**config.mk**
```make
export PLATFORM = sky130hd
export DESIGN_NAME = nfps_ctrl
export DESIGN_NICKNAME = d
export VERILOG_FILES = /design/src/rtl/nfps_ctrl.v /design/src/rtl/nfps_sync.v
export VERILOG_INCLUDE_DIRS = /design/src /design/src/rtl
export SDC_FILE = /design/constraint.sdc
export NUM_CORES = 1
export LEC_CHECK = 0
export ABC_AREA = 1
export BUFFER_PORTS_ARGS = -buffer_cell sky130_fd_sc_hd__buf_2
export CORE_MARGIN = 5
export CORE_UTILIZATION = 30
export CTS_CLUSTER_DIAMETER = 60
export DETAILED_ROUTE_END_ITERATION = 8
export PLACE_DENSITY = 0.57
export SLEW_MARGIN = 40
export SYNTH_ARGS = -nofsm -noshare
export SYNTH_HDL_FRONTEND = slang
export SYNTH_SLANG_ARGS = --single-unit
```
**constraint.sdc**
```tcl
create_clock -name i_clock -period 4.3 [get_ports i_clock]
set_input_delay 0 -clock i_clock [delete_from_list [all_inputs] [get_ports i_clock]]
set_output_delay 0 -clock i_clock [all_outputs]
set_load 0.01 [all_outputs]
```
**src/rtl/nfps_map.vh**
```
// constants for the flash command sequencer controller
`ifndef NFPS_MAP_VH
`define NFPS_MAP_VH
// host-side register offsets (byte addresses, one word each)
`define NFPS_REG_CTRL 4'h0
`define NFPS_REG_ADDR 4'h4
`define NFPS_REG_DATA 4'h8
`define NFPS_REG_STAT 4'hc
// control field positions
`define NFPS_CTRL_GO 0
`define NFPS_CTRL_BYTE 4
`define NFPS_CTRL_CMD_LSB 8
`define NFPS_CTRL_CMD_MSB 10
// operation codes
`define NFPS_OP_PROG 3'h0
`define NFPS_OP_CHIP 3'h1
`define NFPS_OP_SECT 3'h2
`define NFPS_OP_SUSP 3'h3
`define NFPS_OP_RESM 3'h4
`define NFPS_OP_CFI 3'h5
`define NFPS_OP_READ 3'h6
`define NFPS_OP_RST 3'h7
// flash command bytes
`define NFPS_D_UNL1 8'haa
`define NFPS_D_UNL2 8'h55
`define NFPS_D_PROG 8'ha0
`define NFPS_D_ERA 8'h80
`define NFPS_D_CHIP 8'h10
`define NFPS_D_SECT 8'h30
`define NFPS_D_SUSP 8'hb0
`define NFPS_D_RESM 8'h30
`define NFPS_D_CFI 8'h98
`define NFPS_D_RESET 8'hf0
// flash unlock and query addresses, word and byte mode
`define NFPS_A_W555 21'h000555
`define NFPS_A_W2AA 21'h0002aa
`define NFPS_A_B555 21'h000aaa
`define NFPS_A_B2AA 21'h000555
`define NFPS_A_WCFI 21'h000055
`define NFPS_A_BCFI 21'h0000aa
// bus cycle timing in clocks
`define NFPS_T_SETUP 8'h04
`define NFPS_T_PULSE 8'h0c
`define NFPS_T_HOLD 8'h04
`define NFPS_T_READ 8'h1c
// reset values
`define NFPS_RST_CTRL 32'h00000000
`endif

```
**src/rtl/nfps_ctrl.v**
```verilog
// host controller issuing flash command sequences and status polls
//
// Operation
// RL1 - program: three unlock writes, then address/data
// RL2 - chip erase: six writes ending 10
// RL3 - sector erase: sixth write 30 at sector
// RL4 - device accumulates sectors for 50us window
// RL5 - device restarts window per sector command
// RL6 - other command in window aborts erase
// RL7 - running erase accepts only suspend
// RL8 - suspend B0, resume 30, any address
// RL9 - query entry: 98 to 55 or AA
// RL10 - resume only valid when erase suspended
// RL11 - programming only clears bits to zero
// RL12 - device ignores commands while programming
// RL13 - program status: bit7 complement, bit6 toggles
// RL14 - protected program aborts within 1us
// RL15 - erase window bit shows window versus erasing
// RL16 - protected-only erase aborts within 100us
// RL17 - sector toggle bit marks sectors being erased
// RL18 - chip erase accepts no command
// RL19 - suspend ends window, or waits recovery time
// RL20 - suspended erase allows other sector access
// RL21 - host resumes and checks toggle before erasing
// RL22 - host writes only defined command codes
// RL23 - ready_busy_n low while operation active
// RL24 - toggle bit changes each read while busy
//
// Chosen here: register access over Avalon-MM and the address map.
`timescale 1ns/10ps
`include "nfps_map.vh"
module nfps_ctrl (
  // clock and reset
  input wire i_clock,
  input wire i_rst_b,
  // avalon-mm slave
  input wire [3:0] i_avs_address,
  input wire i_avs_read,
  input wire i_avs_write,
  input wire [31:0] i_avs_writedata,
  output wire [31:0] o_avs_readdata,
  output wire o_avs_waitrequest,
  // flash bus
  output wire [20:0] o_fl_addr,
  input wire [15:0] i_fl_dq,
  output wire [15:0] o_fl_dq,
  output wire o_fl_dq_oe,
  output wire o_fl_ce_n,
  output wire o_fl_we_n,
  output wire o_fl_oe_n,
  output wire o_fl_byte_n,
  input wire i_fl_ready_busy_n
);
  // ==========================================================
  // state
  localparam ST_IDLE = 3'h0;
  localparam ST_SET = 3'h1;
  localparam ST_PUL = 3'h2;
  localparam ST_HLD = 3'h3;
  localparam ST_RD = 3'h4;
  reg [2:0] st_r;
  reg [2:0] st_nxt;
  reg [7:0] cnt_r;
  reg [2:0] step_r;
  reg [2:0] op_r;
  reg byte_r;
  reg [20:0] addr_r;
  reg [15:0] data_r;
  reg [15:0] rdata_r;
  reg [15:0] prev_r;
  reg toggled_r;
  reg busy_op_r;
  reg [20:0] fa_r;
  reg [15:0] fd_r;
  reg ce_n_r;
  reg we_n_r;
  reg oe_n_r;
  reg oe_r;
  reg ack_r;
  reg [31:0] rd_r;
  wire [15:0] dq_s;
  wire rb_s;
  // ==========================================================
  // pin synchronisers
  genvar gi;
  generate
    for (gi = 0; gi < 16; gi = gi + 1) begin : g_dq
      nfps_sync u_dq (
        .i_clock(i_clock),
        .i_rst_b(i_rst_b),
        .i_d(i_fl_dq[gi]),
        .o_q(dq_s[gi])
      );
    end
  endgenerate
  nfps_sync u_rb (
    .i_clock(i_clock),
    .i_rst_b(i_rst_b),
    .i_d(i_fl_ready_busy_n),
    .o_q(rb_s)
  );
  // ==========================================================
  // sequence table: number of cycles and each cycle's content
  reg [2:0] nsteps;
  reg [20:0] seq_a;
  reg [7:0] seq_d;
  reg seq_full;
  wire [20:0] a555 = byte_r ? `NFPS_A_B555 : `NFPS_A_W555;
  wire [20:0] a2aa = byte_r ? `NFPS_A_B2AA : `NFPS_A_W2AA;
  always @* begin
    nsteps = 3'h1;
    seq_a = a555;
    seq_d = `NFPS_D_UNL1;
    seq_full = 1'b0;
    case (op_r)
      `NFPS_OP_PROG: begin
        nsteps = 3'h4; // [RL1]
        case (step_r)
          3'h0: seq_d = `NFPS_D_UNL1;
          3'h1: begin
            seq_a = a2aa;
            seq_d = `NFPS_D_UNL2;
          end
          3'h2: seq_d = `NFPS_D_PROG;
          default: begin
            seq_a = addr_r;
            seq_full = 1'b1; // [RL11]
          end
        endcase
      end
      `NFPS_OP_CHIP, `NFPS_OP_SECT: begin
        nsteps = 3'h6; // [RL2] [RL3]
        case (step_r)
          3'h0, 3'h3: seq_d = `NFPS_D_UNL1;
          3'h1, 3'h4: begin
            seq_a = a2aa;
            seq_d = `NFPS_D_UNL2;
          end
          3'h2: seq_d = `NFPS_D_ERA;
          default: begin
            if (op_r == `NFPS_OP_SECT) begin
              seq_a = addr_r;
              seq_d = `NFPS_D_SECT; // [RL3]
            end else begin
              seq_d = `NFPS_D_CHIP; // [RL2]
            end
          end
        endcase
      end
      `NFPS_OP_SUSP: begin
        seq_a = addr_r;
        seq_d = `NFPS_D_SUSP; // [RL8]
      end
      `NFPS_OP_RESM: begin
        seq_a = addr_r;
        seq_d = `NFPS_D_RESM; // [RL8] [RL21]
      end
      `NFPS_OP_CFI: begin
        seq_a = byte_r ? `NFPS_A_BCFI : `NFPS_A_WCFI; // [RL9]
        seq_d = `NFPS_D_CFI;
      end
      `NFPS_OP_RST: begin
        seq_a = addr_r;
        seq_d = `NFPS_D_RESET;
      end
      default: seq_a = addr_r;
    endcase
  end
  // ==========================================================
  // bus decode; only defined codes reach the flash
  wire wr_take = i_avs_write && ack_r; // act only at the accepting edge
  wire wr_ctrl = wr_take && (i_avs_address == `NFPS_REG_CTRL);
  wire go = wr_ctrl && i_avs_writedata[`NFPS_CTRL_GO] &&
    (st_r == ST_IDLE); // [RL22]
  wire is_read = (op_r == `NFPS_OP_READ);
  always @* begin
    st_nxt = st_r;
    case (st_r)
      ST_IDLE: if (go) st_nxt = ST_SET;
      ST_SET: if (cnt_r == 8'h00) st_nxt = is_read ? ST_RD : ST_PUL;
      ST_PUL: if (cnt_r == 8'h00) st_nxt = ST_HLD;
      ST_HLD: if (cnt_r == 8'h00)
        st_nxt = (step_r + 3'h1 >= nsteps) ? ST_IDLE : ST_SET;
      ST_RD: if (cnt_r == 8'h00) st_nxt = ST_IDLE;
      default: st_nxt = ST_IDLE;
    endcase
  end
  always @(posedge i_clock or negedge i_rst_b) begin
    if (!i_rst_b) begin
      st_r <= ST_IDLE;
      cnt_r <= 8'h00;
      step_r <= 3'h0;
      op_r <= 3'h0;
      byte_r <= 1'b0;
      addr_r <= 21'h000000;
      data_r <= 16'h0000;
      rdata_r <= 16'h0000;
      prev_r <= 16'h0000;
      toggled_r <= 1'b0;
      busy_op_r <= 1'b0;
      fa_r <= 21'h000000;
      fd_r <= 16'h0000;
      ce_n_r <= 1'b1;
      we_n_r <= 1'b1;
      oe_n_r <= 1'b1;
      oe_r <= 1'b0;
    end else begin
      st_r <= st_nxt;
      if (wr_take && st_r == ST_IDLE) begin
        if (i_avs_address == `NFPS_REG_ADDR)
          addr_r <= i_avs_writedata[20:0];
        if (i_avs_address == `NFPS_REG_DATA)
          data_r <= i_avs_writedata[15:0];
      end
      if (go) begin
        op_r <= i_avs_writedata[`NFPS_CTRL_CMD_MSB:`NFPS_CTRL_CMD_LSB];
        byte_r <= i_avs_writedata[`NFPS_CTRL_BYTE];
        step_r <= 3'h0;
        cnt_r <= `NFPS_T_SETUP;
        if (i_avs_writedata[`NFPS_CTRL_CMD_MSB:`NFPS_CTRL_CMD_LSB] !=
            `NFPS_OP_READ)
          busy_op_r <= 1'b1;
      end else if (cnt_r != 8'h00) begin
        cnt_r <= cnt_r - 8'h01;
      end
      case (st_r)
        ST_SET: begin
          fa_r <= seq_a;
          fd_r <= seq_full ? data_r : {8'h00, seq_d};
          ce_n_r <= 1'b0;
          oe_r <= !is_read;
          oe_n_r <= !is_read;
          if (cnt_r == 8'h00) begin
            we_n_r <= is_read;
            cnt_r <= is_read ? `NFPS_T_READ : `NFPS_T_PULSE;
          end
        end
        ST_PUL: begin
          if (cnt_r == 8'h00) begin
            we_n_r <= 1'b1; // data latched on rising write strobe
            cnt_r <= `NFPS_T_HOLD;
          end
        end
        ST_HLD: begin
          if (cnt_r == 8'h00) begin
            step_r <= step_r + 3'h1;
            cnt_r <= `NFPS_T_SETUP;
            ce_n_r <= 1'b1;
            oe_r <= 1'b0;
          end
        end
        ST_RD: begin
          if (cnt_r == 8'h00) begin
            // status poll: bit 6 change against last read means busy
            rdata_r <= dq_s;
            prev_r <= rdata_r;
            toggled_r <= (dq_s[6] != rdata_r[6]); // [RL24] [RL13]
            ce_n_r <= 1'b1;
            oe_n_r <= 1'b1;
          end
        end
        default: begin
          ce_n_r <= 1'b1;
          we_n_r <= 1'b1;
          oe_n_r <= 1'b1;
          oe_r <= 1'b0;
        end
      endcase
      if (rb_s && st_r == ST_IDLE && !go)
        busy_op_r <= 1'b0; // [RL23]
    end
  end
  // ==========================================================
  // register reads, one wait cycle each
  always @(posedge i_clock or negedge i_rst_b) begin
    if (!i_rst_b) begin
      ack_r <= 1'b0;
      rd_r <= 32'h00000000;
    end else begin
      ack_r <= o_avs_waitrequest;
      case (i_avs_address)
        `NFPS_REG_CTRL: rd_r <= {21'h000000, op_r, 3'h0, byte_r,
          3'h0, (st_r != ST_IDLE)};
        `NFPS_REG_ADDR: rd_r <= {11'h000, addr_r};
        `NFPS_REG_DATA: rd_r <= {prev_r, rdata_r};
        `NFPS_REG_STAT: rd_r <= {28'h0000000, toggled_r,
          busy_op_r, rb_s, (st_r != ST_IDLE)}; // [RL23]
        default: rd_r <= 32'h00000000;
      endcase
    end
  end
  assign o_avs_waitrequest = (i_avs_read || i_avs_write) && !ack_r;
  assign o_avs_readdata = rd_r;
  assign o_fl_addr = fa_r;
  assign o_fl_dq = fd_r;
  assign o_fl_dq_oe = oe_r;
  assign o_fl_ce_n = ce_n_r;
  assign o_fl_we_n = we_n_r;
  assign o_fl_oe_n = oe_n_r;
  assign o_fl_byte_n = !byte_r;
endmodule

```
**src/rtl/nfps_sync.v**
```verilog
// two flip-flop synchroniser for one pin
`timescale 1ns/10ps
module nfps_sync (
  // clock and reset
  input wire i_clock,
  input wire i_rst_b,
  // pin and synchronised level
  input wire i_d,
  output wire o_q
);
  reg s1_r;
  reg s2_r;
  always @(posedge i_clock or negedge i_rst_b) begin
    if (!i_rst_b) begin
      s1_r <= 1'b0;
      s2_r <= 1'b0;
    end else begin
      s1_r <= i_d;
      s2_r <= s1_r;
    end
  end
  assign o_q = s2_r;
endmodule

```
# == Word level (Yosys, flattened, before mapping) ==
# Cells that the tools add are included.
# totals
register_bits,197
out_inout_bits,75
wordCells,169
# classes
add_sub_neg,2
n_lt_le_gt_ge,1
eq_ne,26
n_mux,43
bitwise,4
n_reduce_logical,40
# op_table
cell,count
32-bit case mux with 4 select lines,1
21-bit case mux with 2 select lines,2
21-bit case mux with 3 select lines,1
8-bit case mux with 6 select lines,1
8-bit two-way mux,5
8-bit case mux with 2 select lines,2
3-bit two-way mux,9
8-bit case mux with 3 select lines,1
21-bit two-way mux,1
"3-bit by 2-bit equality test with 1-bit output, second input constant",6
"3-bit equality test, second input constant",6
16-bit two-way mux,1
3-bit case mux with 5 select lines,1
2-bit AND reduction,7
2-bit OR reduction,7
12-bit two-way mux,1
1-bit case mux with 3 select lines,4
11-bit two-way mux,1
"2-bit != test, second input constant",5
"3-bit by 1-bit equality test with 1-bit output, second input constant",3
3-bit zero test,3
1-bit two-way mux,9
"4-bit equality test, second input constant",2
1-bit logical AND,8
other kinds (21),29

# == Longest topological paths before layout ==
# Gate-level depths: netlist of run 1.
# depth
word_depth,8
ltp_mapped,12

# == By module ==
# Synthesis of run 1 repeated with hierarchy kept, for this count alone.
# unflattened
hier_cells,938
hier_area_um2,8565.7
# modules_own_cells
mod,n_inst,cells_each,area_each_um2,seq_area_each_um2
nfps_ctrl,1,904,7714.9,4082.7
nfps_sync,17,2,50.0,50.0

# == Least setup slack after synthesis of run 1 ==
# Ideal clock, no wire load.
# synth_path
path_type,register to register
start,register op_r[1]
end,register st_r[0]
arrival_ns,1.650
setup_slack_ns,2.585
path_stages_with_launch,13
path_cell_list,dfrtp_1 nand2_1 nand2_1 nor2_1 inv_1 ha_1 nand2_1 nand2_1 o22ai_1 nand2_1 nand2_1 nand2_1 nand2_1
# synth_via
elab_chain_len,7
elab_cells_between_ends,9
# synth_rtl
element,line_no,rtl
from (decl),nfps_ctrl.v:65,reg [2:0] op_r;
from (signal assigned),nfps_ctrl.v:216,op_r <= i_avs_writedata[`NFPS_CTRL_CMD_MSB:`NFPS_CTRL_CMD_LSB];
3-bit by 2-bit equality test with 1-bit output or 3-bit by 1-bit equality test with 1-bit output (tied branches),nfps_ctrl.v:115,case (op_r)
2-bit OR reduction,nfps_ctrl.v:115,
3-bit case mux with 2 select lines *,nfps_ctrl.v:115,
3-bit >= comparator *,nfps_ctrl.v:183,st_nxt = (step_r + 3'h1 >= nsteps) ? ST_IDLE : ST_SET;
1-bit two-way mux *,nfps_ctrl.v:183,
3-bit two-way mux *,nfps_ctrl.v:182,ST_HLD: if (cnt_r == 8'h00)
3-bit case mux with 5 select lines *,nfps_ctrl.v:178,case (st_r)
to (signal assigned),nfps_ctrl.v:208,st_r <= st_nxt;
to (decl),nfps_ctrl.v:61,reg [2:0] st_r;
# Every way passes the cells marked *; elsewhere a longest branch is shown, timed or not. The select of a mux whose other input is x is not followed.
# A chain may end at the register's enable or synchronous reset.

# == Worst setup path in the final report of run 1 ==
# layout_path
start,register step_r[0]
end,"register fa_r[16], in the netlist o_fl_addr[16]"
# layout_via
elab_chain_len,4
elab_cells_between_ends,11
# layout_rtl
element,line_no,rtl
from (decl),nfps_ctrl.v:64,reg [2:0] step_r;
from (signal assigned),nfps_ctrl.v:246,step_r <= step_r + 3'h1;
3-bit by 2-bit equality test with 1-bit output (tied with other cells),"nfps_ctrl.v:118, nfps_ctrl.v:133",
3-bit OR reduction (no source line) or 2-bit OR reduction (tied branches),-,
21-bit case mux with 2 select lines (on tied branches),"nfps_ctrl.v:133, nfps_ctrl.v:118",
21-bit case mux with 3 select lines *,nfps_ctrl.v:115,
to (signal assigned),nfps_ctrl.v:228,fa_r <= seq_a;
to (decl),nfps_ctrl.v:73,reg [20:0] fa_r;
# Every way passes the cells marked *; elsewhere a longest branch is shown, timed or not.

==> summary.txt, run 1 <==
Run status
  – Run status: finished, final reports clean

Routing
  – Met1 WL: between 9000 and 10000 um
  – Met3 wire len: roughly 1200 um
  – 1st-iter DRT viols: 422
  – Max layer used: met4
  – First-pass iteration count of the detailed router: 5
  – Antenna Nets Post-Route: 0
  – Met2 WL post-DR: 10400 um
  – DRC Markers: 0
  – Wire per inst: 15.4 um
  – Drt total wl: approximately 22000 um
  – Vias: about 6500
  – Vias per inst: about 4.6

Clock network
  – Cts bufs inserted: 17
  – Clock Path Buffers: 2
  – Clock transition at path regs: about 0.070 ns
  – Clk sink count: around 200
  – Root Buffer: clkbuf_16
  – H-tree Lvls: 4
  – CTS tree: done
  – Clk_lat worst skew: 0.43 ns
  – Post_cts resized: 0

Die
  – I/O pins: 132
  – Total core area: between 20000 and 30000 um^2
  – Die ar.: 30900 um^2
  – Die X: around 180 um
  – Starting density of the core: 0.305
  – Die height: ~180 um
  – # rows: 60

Logic synthesis
  – Post-synthesis compound-gate area fraction: 0.108
  – Synth Instances: between 900 and 1000
  – YS warnings: 0
  – Top cell type by total area after synthesis: dfrtp_1
  – Post-Synth Adder-Cell Area: 0.0122
  – Mux cell area share after synthesis: 0
  – Post-synth top area share: 0.589
  – Largest family of logic cells by synthesized area: simple AND/OR/NAND/NOR gates
  – Largest cells by area after synthesis: dfrtp_1 (59%), nand2_1 (12%), inv_1 (4.6%)
  – Post-synthesis cell area: a little over 8000 um^2
  – Post-Synth Simple-Gate Area: 0.205
  – Post-synthesis xor/xnor area fraction: 0.00638
  – Synth cell types: 37
  – Register bit total from synthesis: about 200
  – Syn_nets: a little under 1000
  – Syn Area/Cell: 9.05 um^2
  – Sequential share of the synthesized area: 0.599

Global routing
  – Largest net degree at the start of global routing: 100
  – Tot GR Track Use: 0.145
  – Initial antenna violation count: 0
  – First-pass GRT wire length: between 30000 and 40000 um
  – Grt ovf: 0
  – Vias in the first global route: ~6300

Pwr
  – LEAKAGE: 5.37 nW
  – Clk pwr share: 0.304
  – Max IR drop VDD: just under 0.3 mV
  – Combinational share of power: 0.290
  – Pint: approximately 3.9 mW
  – Psw: 2.16 mW
  – P per Cell Area: around 590 nW/um^2
  – Sw frac: 0.358
  – Sequential share of power: 0.406

Critical path
  – R2r setup slk: ~1.6 ns
  – Levels on crit path: 9
  – CP max-delay cell: nor2_2
  – Crit path launch: step_r[0]$_DFF_PN0_
  – Critical Path End Type: flip-flop
  – Worst r2r src: step_r[0]$_DFF_PN0_
  – Startpoint types: flip-flop
  – Critical path arrival: between 3 and 4 ns
  – CP dominant cell by count: nand2_1
  – Crit-path leading delay family: simple AND/OR/NAND/NOR gates
  – Worst Path Class, Setup: reg -> reg
  – CP Buf/Inv Count: 1
  – Largest stage delay, worst path: between 0.5 and 0.6 ns
  – FF-to-FF End: o_fl_addr[16]$_DFFE_PN0P_
  – Critical path required time: between 4 and 5 ns
  – Crit path to: o_fl_addr[16]$_DFFE_PN0P_
  – CP Max Fanout: 13
  – Worst r2r path cells: 9
  – Cell Chain, Critical Path: inv_1, ha_1, o21ai_2, nand2_1, nor2_2, nand2_1, nand3_2, nand3_1, nand2_1

Timing
  – Min Tclk post-route: roughly 2.7 ns
  – Max-slew violations: 0
  – Final Hold Fails: 0
  – Crit share post-route: 0.629
  – TNS Setup: 0 ns
  – PnR worst setup slack: roughly 1.6 ns
  – Setup Skew: ~0.012 ns
  – Worst slew margin: 0.449
  – Highest Clock Rate: 0.370 GHz
  – Setup Viol. Count Final: 0
  – RSZ-0062 raised after global routing: no
  – Tightest Pin Transition: approximately 0.82 ns

Layout
  – Area grow syn2layout: 25.2%
  – Most frequent cells in the layout: nand2_1 (263), dfrtp_1 (194), buf_2 (119)
  – Fin nets: 1133
  – Most common cell after layout, fill and taps aside: nand2_1
  – Share of layout cells above drive strength 1: 0.179
  – N_diodes: 0

Run
  – Maxcap violations: 0

Place
  – HPWL after detailed placement: about 15000 um
  – Port buffer count: 120
  – GP Congestion: 0.877
  – Post-place setup slack: roughly 1.7 ns

Min path
  – Min-Delay Path Class: in -> async
## cells by family after synthesis
| logic type | count (synthesis) |
|---|---|
| compound gates | 158 |
| xor+xnor | 6 |
| fa+ha+maj | 8 |
| buf+inv | 138 |
| flops | 197 |
| simple gates | 403 |
## layout make-up
type                       count  area (um^2)
clock inverter                15          264
fill                        2716        16700
inverter                     105          395
timing repair buffer         172         1130
sequential                   197         4930
clock buffer                  17          425
multi-input combinational    575         2740
tap                          341          427
## routing by layer
| layer | track usage | vias up |
|---|---|---|
| li1 | - | 3230 |
| met1 | 0.193 | 3061 |
| met2 | 0.234 | 167 |
| met3 | 0.0323 | 32 |
| met4 | 0.0487 | 0 |
| met5 | 0 | - |
## power groups by stage
stage | clock (mW) | sequential, mW | combinational [mW]
after floorplan | 0 | 2.49 | 1.09
after detailed placement | 0 | 2.49 | 1.73
after CTS | 1.88 | 2.45 | 1.77
after global placement | 0 | 2.48 | 1.72
final | 1.83 | 2.45 | 1.75
after global routing | 1.95 | 2.50 | 2.01
## sequential cells by signal, summed over array words and instances, names as in the netlist, 16 cells and up
signal	flops
addr_r	21
data_r	16
g_dq.u_dq.o_q	16
g_dq.u_dq.s1_r	16
o_avs_readdata	32
o_fl_addr	21
o_fl_dq	16
prev_r	16
rdata_r	16
## metrics by stage
step / total power, mW / utilization / instances / hold slack [ns] / instance area (um^2)
3_3_place_gp: 4.20 / 0.339 / 1346 / 0.110 / 9160
5_1_grt: 6.45 / 0.382 / 1422 / 0.0656 / 10300
2_1_floorplan: 3.58 / - / 910 / -0.296 / 8240
4_1_cts: 6.11 / 0.381 / 1421 / 0.0551 / 10300
6_report: 6.04 / 0.382 / 1422 / 0.0314 / 10300
3_5_place_dp: 4.22 / 0.339 / 1346 / 0.109 / 9160
## cell usage after synthesis
cell,number
nand2_1,263
dfrtp_1,194
inv_1,100
o21ai_0,67
nand3_1,60
nor2_1,57
o21ai_1,33
a21oi_1,26
buf_2,16
clkbuf_1,10
ha_1,8
o221ai_1,8
nor3_1,7
o21ai_2,7
o22ai_1,7
a22o_1,5
inv_2,4
nor2_2,4
xor2_1,4
buf_4,3
buf_6,3
dfstp_2,3
nand2_2,3
nand3_2,2
nand4_1,2
nor3_4,2
xnor2_1,2
a21oi_2,1
clkbuf_2,1
clkinv_1,1
nand2_4,1
nor2_4,1
nor2_8,1
o211ai_1,1
o21bai_1,1
o2bb2ai_1,1
o31ai_1,1
## worst min path at each step
stage | start | endpoint | slack [ns]
finish | i_rst_b | ack_r$_DFF_PN0_ | 0.03
global route | i_rst_b | ack_r$_DFF_PN0_ | 0.07
CTS | i_avs_address[3] | busy_op_r$_DFFE_PN0P_ | 0.06
detailed placement | i_fl_dq[5] | g_dq[5].u_dq.s1_r$_DFF_PN0_ | 0.11
global placement | i_fl_dq[7] | g_dq[7].u_dq.s1_r$_DFF_PN0_ | 0.11
floorplan | i_rst_b | ack_r$_DFF_PN0_ | -0.30
## what timing repair did
item,4_1_cts,5_1_grt
endpoints found under the setup margin,0,0
hold buffers,43,0
endpoints found under the hold margin,158,0
setup buffers,0,0
Power figures use the tool's default switching activity.
==> inputs of run 2 (changes only) <==
==> constraint.sdc (replaced) <==
create_clock -name i_clock -period 2.5 [get_ports i_clock]
set_input_delay 0 -clock i_clock [delete_from_list [all_inputs] [get_ports i_clock]]
set_output_delay 0 -clock i_clock [all_outputs]
set_load 0.01 [all_outputs]
==> run 2 against run 1 <==
  * Cell count grew 0.42%
  * Cell area is 0.38% lower
  * Clock-buffer cell count grew 2
  * Highest routed layer unchanged
  * Non-clock buffer count increased by 6
  * Routed wire length rose by 0.94%
  * Die area unchanged
  * Largest power group unchanged
  * Global-route usage rose by 0.23 points
  * Critical endpoint is now o_fl_addr[10]$_DFFE_PN0P_
==> summary.txt, run 2 (same netlist as run 1, synthesis figures left out) <==
Run status
  – Run status: finished, final reports clean

Critical path
  – Critical path arrival: 2.35 ns (-0.72 ns)
  – Worst r2r path cells: 11 (+2)
  – Startpoint types: flip-flop
  – Critical Path End Type: flip-flop
  – Worst Path Class, Setup: reg -> reg
  – Critical path required time: 2.82 ns (-1.85 ns)
  – CP Max Fanout: 7 (-6)

Place
  – GP Congestion: 0.892 (+1.6%)
  – Port buffer count: 120 (unchanged)
  – HPWL after detailed placement: 15600 um (+1.9%)
  – Post-place setup slack: 0.494 ns (-1.16 ns)

Clock network
  – Clock transition at path regs: 0.07 ns (about the same)
  – H-tree Lvls: 4 (unchanged)
  – Clk_lat worst skew: 0.43 ns (about the same)
  – Clock Path Buffers: 2 (unchanged)
  – Post-CTS setup buffers: 0 (unchanged)
  – Clk sink count: 197 (unchanged)
  – Root Buffer: clkbuf_16
  – CTS tree: done
  – Cts bufs inserted: 17 (unchanged)

Die
  – # rows: 60 (unchanged)
  – Die height: 176 um (unchanged)
  – Die ar.: 30900 um^2 (unchanged)
  – I/O pins: 132 (unchanged)
  – Total core area: 27000 um^2 (unchanged)
  – Starting density of the core: 0.305 (unchanged)
  – Die X: 176 um (unchanged)

Timing
  – TNS Setup: 0 ns (unchanged)
  – Setup Viol. Count Final: 0 (unchanged)
  – Tightest Pin Transition: 0.688 ns (-0.132 ns)
  – Max-slew violations: 0 (unchanged)
  – Highest Clock Rate: 0.493 GHz (+33%)
  – Final Hold Fails: 0 (unchanged)
  – Worst slew margin: 0.536 (+0.0872)
  – PnR worst setup slack: 0.470 ns (-1.13 ns)
  – Setup Skew: 0.00817 ns (-0.00351 ns)
  – RSZ-0062 raised after global routing: no
  – Crit share post-route: 0.812 (+0.183)
  – Min Tclk post-route: 2.03 ns (-0.675 ns)

Routing
  – Drt total wl: 22100 um (+0.94%)
  – First-pass iteration count of the detailed router: 5 (unchanged)
  – Antenna Nets Post-Route: 0 (unchanged)
  – Vias per inst: 4.53 (-0.77%)
  – DRC Markers: 0 (unchanged)
  – Vias: 6467 (-0.35%)
  – Wire per inst: 15.4 um (+0.51%)
  – 1st-iter DRT viols: 591 (+40%)

Min path
  – WHS Path Cells: 5
  – Min-Delay Path Class: in -> reg

Global routing
  – Tot GR Track Use: 0.147 (+0.00229)
  – Vias in the first global route: 6347 (+0.13%)
  – Initial antenna violation count: 0 (unchanged)
  – Largest net degree at the start of global routing: 106 (+6.0%)
  – First-pass GRT wire length: 35700 um (+2.1%)
  – Grt ovf: 0 (unchanged)

Run
  – Maxcap violations: 0 (unchanged)

Pwr
  – Sequential share of power: 0.420 (+0.014)
  – Psw: 3.68 mW (+70%)
  – Max IR drop VDD: 0.456 mV (+56%)
  – Pint: 6.40 mW (+65%)
  – Combinational share of power: 0.301 (+0.011)
  – Pwr Total: 10.1 mW (+67%)
  – Sw frac: 0.365 (+0.00704)
  – Clk pwr share: 0.279 (-0.025)
  – LEAKAGE: 5.36 nW (-0.30%)
  – P per Cell Area: 981 nW/um^2 (+68%)

Layout
  – Max reg flops: 32 (unchanged)
  – Most common cell after layout, fill and taps aside: nand2_1
  – Fin nets: 1139 (+0.53%)
  – Most frequent cells in the layout: nand2_1 (263), dfrtp_1 (194), buf_2 (119)
  – N_diodes: 0 (unchanged)
  – Share of layout cells above drive strength 1: 0.178 (about the same)
  – Fillers: 2754 (+1.4%)
  – Area grow syn2layout: 24.7%
[run 2: timing repair]
action / in CTS / in global routing
hold buffers: 45 / 0
hold endpoints to repair: 258 / 0
gates resized for setup: 0 / 0
[run 2: per-layer routing]
layer	share of wire	global-route usage	vias to the layer above
li1	-	-	3243
met1	0.45	0.196	3052
met2	0.48	0.237	153
met3	0.055	0.0398	19
met4	0.016	0.0406	0
met5	0	0	-
[run 2: area by class of cell]
class	count	area, um^2	share of cell area
flip-flops and latches	197	4930	0.480
clock buffers	19	443	0.0431
inverters	105	394	0.0384
clock inverters	13	159	0.0155
repair buffers	178	1180	0.115
multi-input cells	575	2740	0.266
well taps	341	427	0.0415
[run 2: power by group through the flow]
stage	clock [mW]	sequential (mW)	combinational, mW
floorplan	0	4.28	1.88
global placement	0	4.27	2.97
detailed placement	0	4.29	3.00
CTS	2.89	4.23	3.08
global route	3.03	4.30	3.50
finish	2.82	4.23	3.03
[run 2: critical path: stages, from the launching register on]
cell,delay (ns)
dfrtp_1,0.38
inv_1,0.11
ha_1,0.25
o21ai_1,0.17
nand2_1,0.17
nor2_2,0.29
buf_4,0.22
nand2_1,0.06
nand3_1,0.08
nand2_1,0.06
nand2_1,0.08
nand2_1,0.05
[run 2: stage by stage]
| step | hold WS (ns) | utilization | area (um^2) | cells |
|---|---|---|---|---|
| 2_1_floorplan | -0.296 | - | 8240 | 910 |
| 3_3_place_gp | -0.183 | 0.341 | 9220 | 1351 |
| 3_5_place_dp | -0.184 | 0.341 | 9220 | 1351 |
| 4_1_cts | 0.0315 | 0.380 | 10300 | 1428 |
| 5_1_grt | 0.0641 | 0.380 | 10300 | 1428 |
| 6_report | 0.0476 | 0.380 | 10300 | 1428 |
[run 2: path summary, 6_finish.rpt]
check                                             start                          end  slack (ns)
max in group asynchronous                       i_rst_b       addr_r[13]$_DFFE_PN0P_        1.85
min in group asynchronous                       i_rst_b  g_dq[7].u_dq.s1_r$_DFF_PN0_        0.19
hold reg to reg            g_dq[10].u_dq.s1_r$_DFF_PN0_  g_dq[10].u_dq.o_q$_DFF_PN0_        0.35
setup / recovery                    step_r[0]$_DFF_PN0_    o_fl_addr[10]$_DFFE_PN0P_        0.47
hold / removal                         i_avs_address[3]        busy_op_r$_DFFE_PN0P_        0.05
setup reg to reg                    step_r[0]$_DFF_PN0_    o_fl_addr[10]$_DFFE_PN0P_        0.47
==> inputs of run 3 (changes only) <==
--- a/config.mk
+++ b/config.mk
@@ -12,7 +12,7 @@
 export CORE_UTILIZATION = 30
 export CTS_CLUSTER_DIAMETER = 60
 export DETAILED_ROUTE_END_ITERATION = 8
-export PLACE_DENSITY = 0.57
+export PLACE_DENSITY = 0.58
 export SLEW_MARGIN = 40
 export SYNTH_ARGS = -nofsm -noshare
 export SYNTH_HDL_FRONTEND = slang
==> constraint.sdc (replaced) <==
create_clock -name i_clock -period 1.6 [get_ports i_clock]
set_input_delay 0 -clock i_clock [delete_from_list [all_inputs] [get_ports i_clock]]
set_output_delay 0 -clock i_clock [all_outputs]
set_load 0.01 [all_outputs]
==> run 3 against run 2 <==
  * The run now ends with negative setup slack left
  * Clock skew increased by 0.011 ns
  * Clock power is 55% higher
  * Utilization is 7.2 points higher
  * Register-to-register slack worse by 0.60 ns
  * Global-route usage is 0.92 points higher
  * Total power is 77% higher
  * Die area stayed put
  * First-iteration DRC count decreased by 8.0%
  * Critical path type unchanged
  * Critical endpoint is now o_fl_addr[17]$_DFFE_PN0P_
==> summary.txt, run 3 (same netlist as run 1, synthesis figures left out) <==
Run status
  – Run status: finished, violations left
  – Failing checks: negative setup slack

Routing
  – Wire per inst: 16.9 um (+9.5%)
  – DRC Markers: 0 (unchanged)
  – Antenna Nets Post-Route: 0 (unchanged)
  – Vias per inst: 4.66 (+2.8%)
  – 1st-iter DRT viols: 544 (-8.0%)
  – Drt total wl: 25600 um (+16%)
  – Vias: 7042 (+8.9%)
  – First-pass iteration count of the detailed router: 5 (unchanged)

Critical path
  – CP dominant cell by count: nand2_4
  – CP Buf/Inv Count: 2 (unchanged)
  – Largest stage delay, worst path: 0.46 ns (+0.08 ns)
  – Crit-path leading delay family: simple AND/OR/NAND/NOR gates
  – Critical Path End Type: flip-flop
  – CP max-delay cell: dfrtp_2
  – Critical path required time: 1.98 ns (-0.84 ns)
  – Critical path arrival: 2.11 ns (-0.24 ns)
  – Startpoint types: flip-flop
  – Cell Chain, Critical Path: ha_2, ha_1, inv_2, nand2_4, nor2_4, buf_4, nand2_4, nand3_4, nand3_1, nand2_1
  – Worst Path Class, Setup: reg -> reg
  – CP Max Fanout: 5 (-2)

Layout
  – Most common cell after layout, fill and taps aside: dfrtp_1
  – N_diodes: 0 (unchanged)
  – Most frequent cells in the layout: dfrtp_1 (191), nand2_1 (170), buf_2 (119)
  – Area grow syn2layout: 48.2%
  – Share of layout cells above drive strength 1: 0.398 (+0.219)
  – Max reg flops: 32 (unchanged)
  – Fin nets: 1223 (+7.4%)
  – Non-Filler Instances: 1512 (+5.9%)

Clock network
  – Cts bufs inserted: 17 (unchanged)
  – H-tree Lvls: 4 (unchanged)
  – Root Buffer: clkbuf_16
  – CTS tree: done
  – Clk sink count: 197 (unchanged)
  – Clock transition at path regs: 0.08 ns (about the same)
  – Clk_lat worst skew: 0.44 ns (about the same)
  – Clock Path Buffers: 2 (unchanged)

Place
  – Post-place setup slack: -0.237 ns (-0.731 ns)
  – HPWL after detailed placement: 16500 um (+5.4%)
  – GP Congestion: 0.929 (+4.2%)
  – Placed cells: 1402 (+3.8%)
  – Port buffer count: 120 (unchanged)

Timing
  – Setup Viol. Count Final: 75 (+75)
  – Final Hold Fails: 0 (unchanged)
  – RSZ-0062 raised after global routing: yes
  – Crit share post-route: 1.08 (+0.271)
  – Min Tclk post-route: 1.73 ns (-0.296 ns)
  – Worst slew margin: 0.570 (+0.0334)
  – PnR worst setup slack: -0.133 ns (-0.604 ns)
  – Tightest Pin Transition: 0.639 ns (-0.0496 ns)
  – Setup Skew: 0.0195 ns (+0.0113 ns)
  – Highest Clock Rate: 0.577 GHz (+17%)
  – Max-slew violations: 0 (unchanged)

Global routing
  – Grt ovf: 0 (unchanged)
  – Initial antenna violation count: 0 (unchanged)
  – Tot GR Track Use: 0.156 (+0.00918)
  – Vias in the first global route: 6992 (+10%)
  – Largest net degree at the start of global routing: 58 (-45%)
  – First-pass GRT wire length: 38100 um (+6.7%)

Pwr
  – P per Cell Area: 1460 nW/um^2 (+49%)
  – LEAKAGE: 6.29 nW (+17%)
  – Pwr Total: 17.8 mW (+77%)
  – Max IR drop VDD: 0.811 mV (+78%)

Die
  – I/O pins: 132 (unchanged)
  – Die height: 176 um (unchanged)
  – Starting density of the core: 0.305 (unchanged)
  – Die X: 176 um (unchanged)
  – # rows: 60 (unchanged)
  – Die ar.: 30900 um^2 (unchanged)
  – Total core area: 27000 um^2 (unchanged)

Min path
  – Min-Delay Path Class: in -> async

Run
  – Maxcap violations: 0 (unchanged)
run 3: cell count changes in the layout (fill, tap and decap cells not counted), moves of 7 or more:
cell,delta
buf_4,+48
buf_6,+14
o21ai_2,+37
o21ai_0,-37
nand3_2,+16
nand3_1,-20
buf_12,+7
nand2_2,+48
clkbuf_16,+8
inv_1,-10
inv_2,+7
nand2_1,-93
nand2_4,+45
run 3: path summary, 6_finish.rpt:
kind                            slack [ns]                         end                   startpoint  depth (start not counted)
max in group asynchronous             0.81         op_r[1]$_DFFE_PN0P_                      i_rst_b                          3
min in group i_clock                  0.12          cnt_r[2]$_DFF_PN0_             i_avs_address[0]                          6
worst max-delay path                 -0.13   o_fl_addr[17]$_DFFE_PN0P_          step_r[1]$_DFF_PN0_                         10
worst min register to register        0.35  g_dq[4].u_dq.o_q$_DFF_PN0_  g_dq[4].u_dq.s1_r$_DFF_PN0_                          0
worst max register to register       -0.13   o_fl_addr[17]$_DFFE_PN0P_          step_r[1]$_DFF_PN0_                         10
worst min-delay path                  0.11             ack_r$_DFF_PN0_                      i_rst_b                          2
run 3: power breakdown:
group	switching [mW]	leakage (nW)	internal, mW
Clock	2.09	0.300	2.27
Sequential	0.769	2.56	5.92
Combinational	3.90	3.43	2.88
run 3: worst reg2reg max path, delay by kind of cell (launching register included):
kind                     cells  cell delay, ns
AND/OR/NAND/NOR              6            0.61
buffers and inverters        2            0.23
adder cells (fa/ha/maj)      2            0.37
flip-flops                   1            0.46
run 3: per-layer routing:
layer	vias to the layer above	wire [um]	global-route usage
li1	3432	-	-
met4	0	461	0.0465
met3	21	1170	0.0385
met5	-	0	0
met2	145	12400	0.257
met1	3444	11600	0.205
run 3: metrics by stage:
stage | setup TNS, ns | hold slack (ns) | instance area (um^2) | utilization
finish | -3.30 | 0.109 | 12200 | 0.452
global route | -11.83 | 0.141 | 12200 | 0.452
CTS | -0.879 | 0.0663 | 11100 | 0.410
detailed placement | -4.05 | 0.0363 | 9700 | 0.359
global placement | -2.27 | 0.0329 | 9700 | 0.359
floorplan | -0.0205 | -0.296 | 8270 | -
run 3: final cells by class:
cell class | instances | area [um^2]
Tap cell | 341 | 427
Inverter | 105 | 410
Timing Repair inverter | 1 | 5.00
Sequential cell | 197 | 4940
Fill cell | 2567 | 14800
Clock inverter | 14 | 165
Multi-Input combinational cell | 576 | 3650
Timing Repair Buffer | 260 | 2180
Clock buffer | 18 | 439
run 3: repair_timing:
action,CTS,global route
cloned,4,12
hold buffers,41,2
gates resized for setup,53,252
buffers inserted,11,9
pin swaps,6,27
setup endpoints to repair,45,124
hold endpoints to repair,242,1
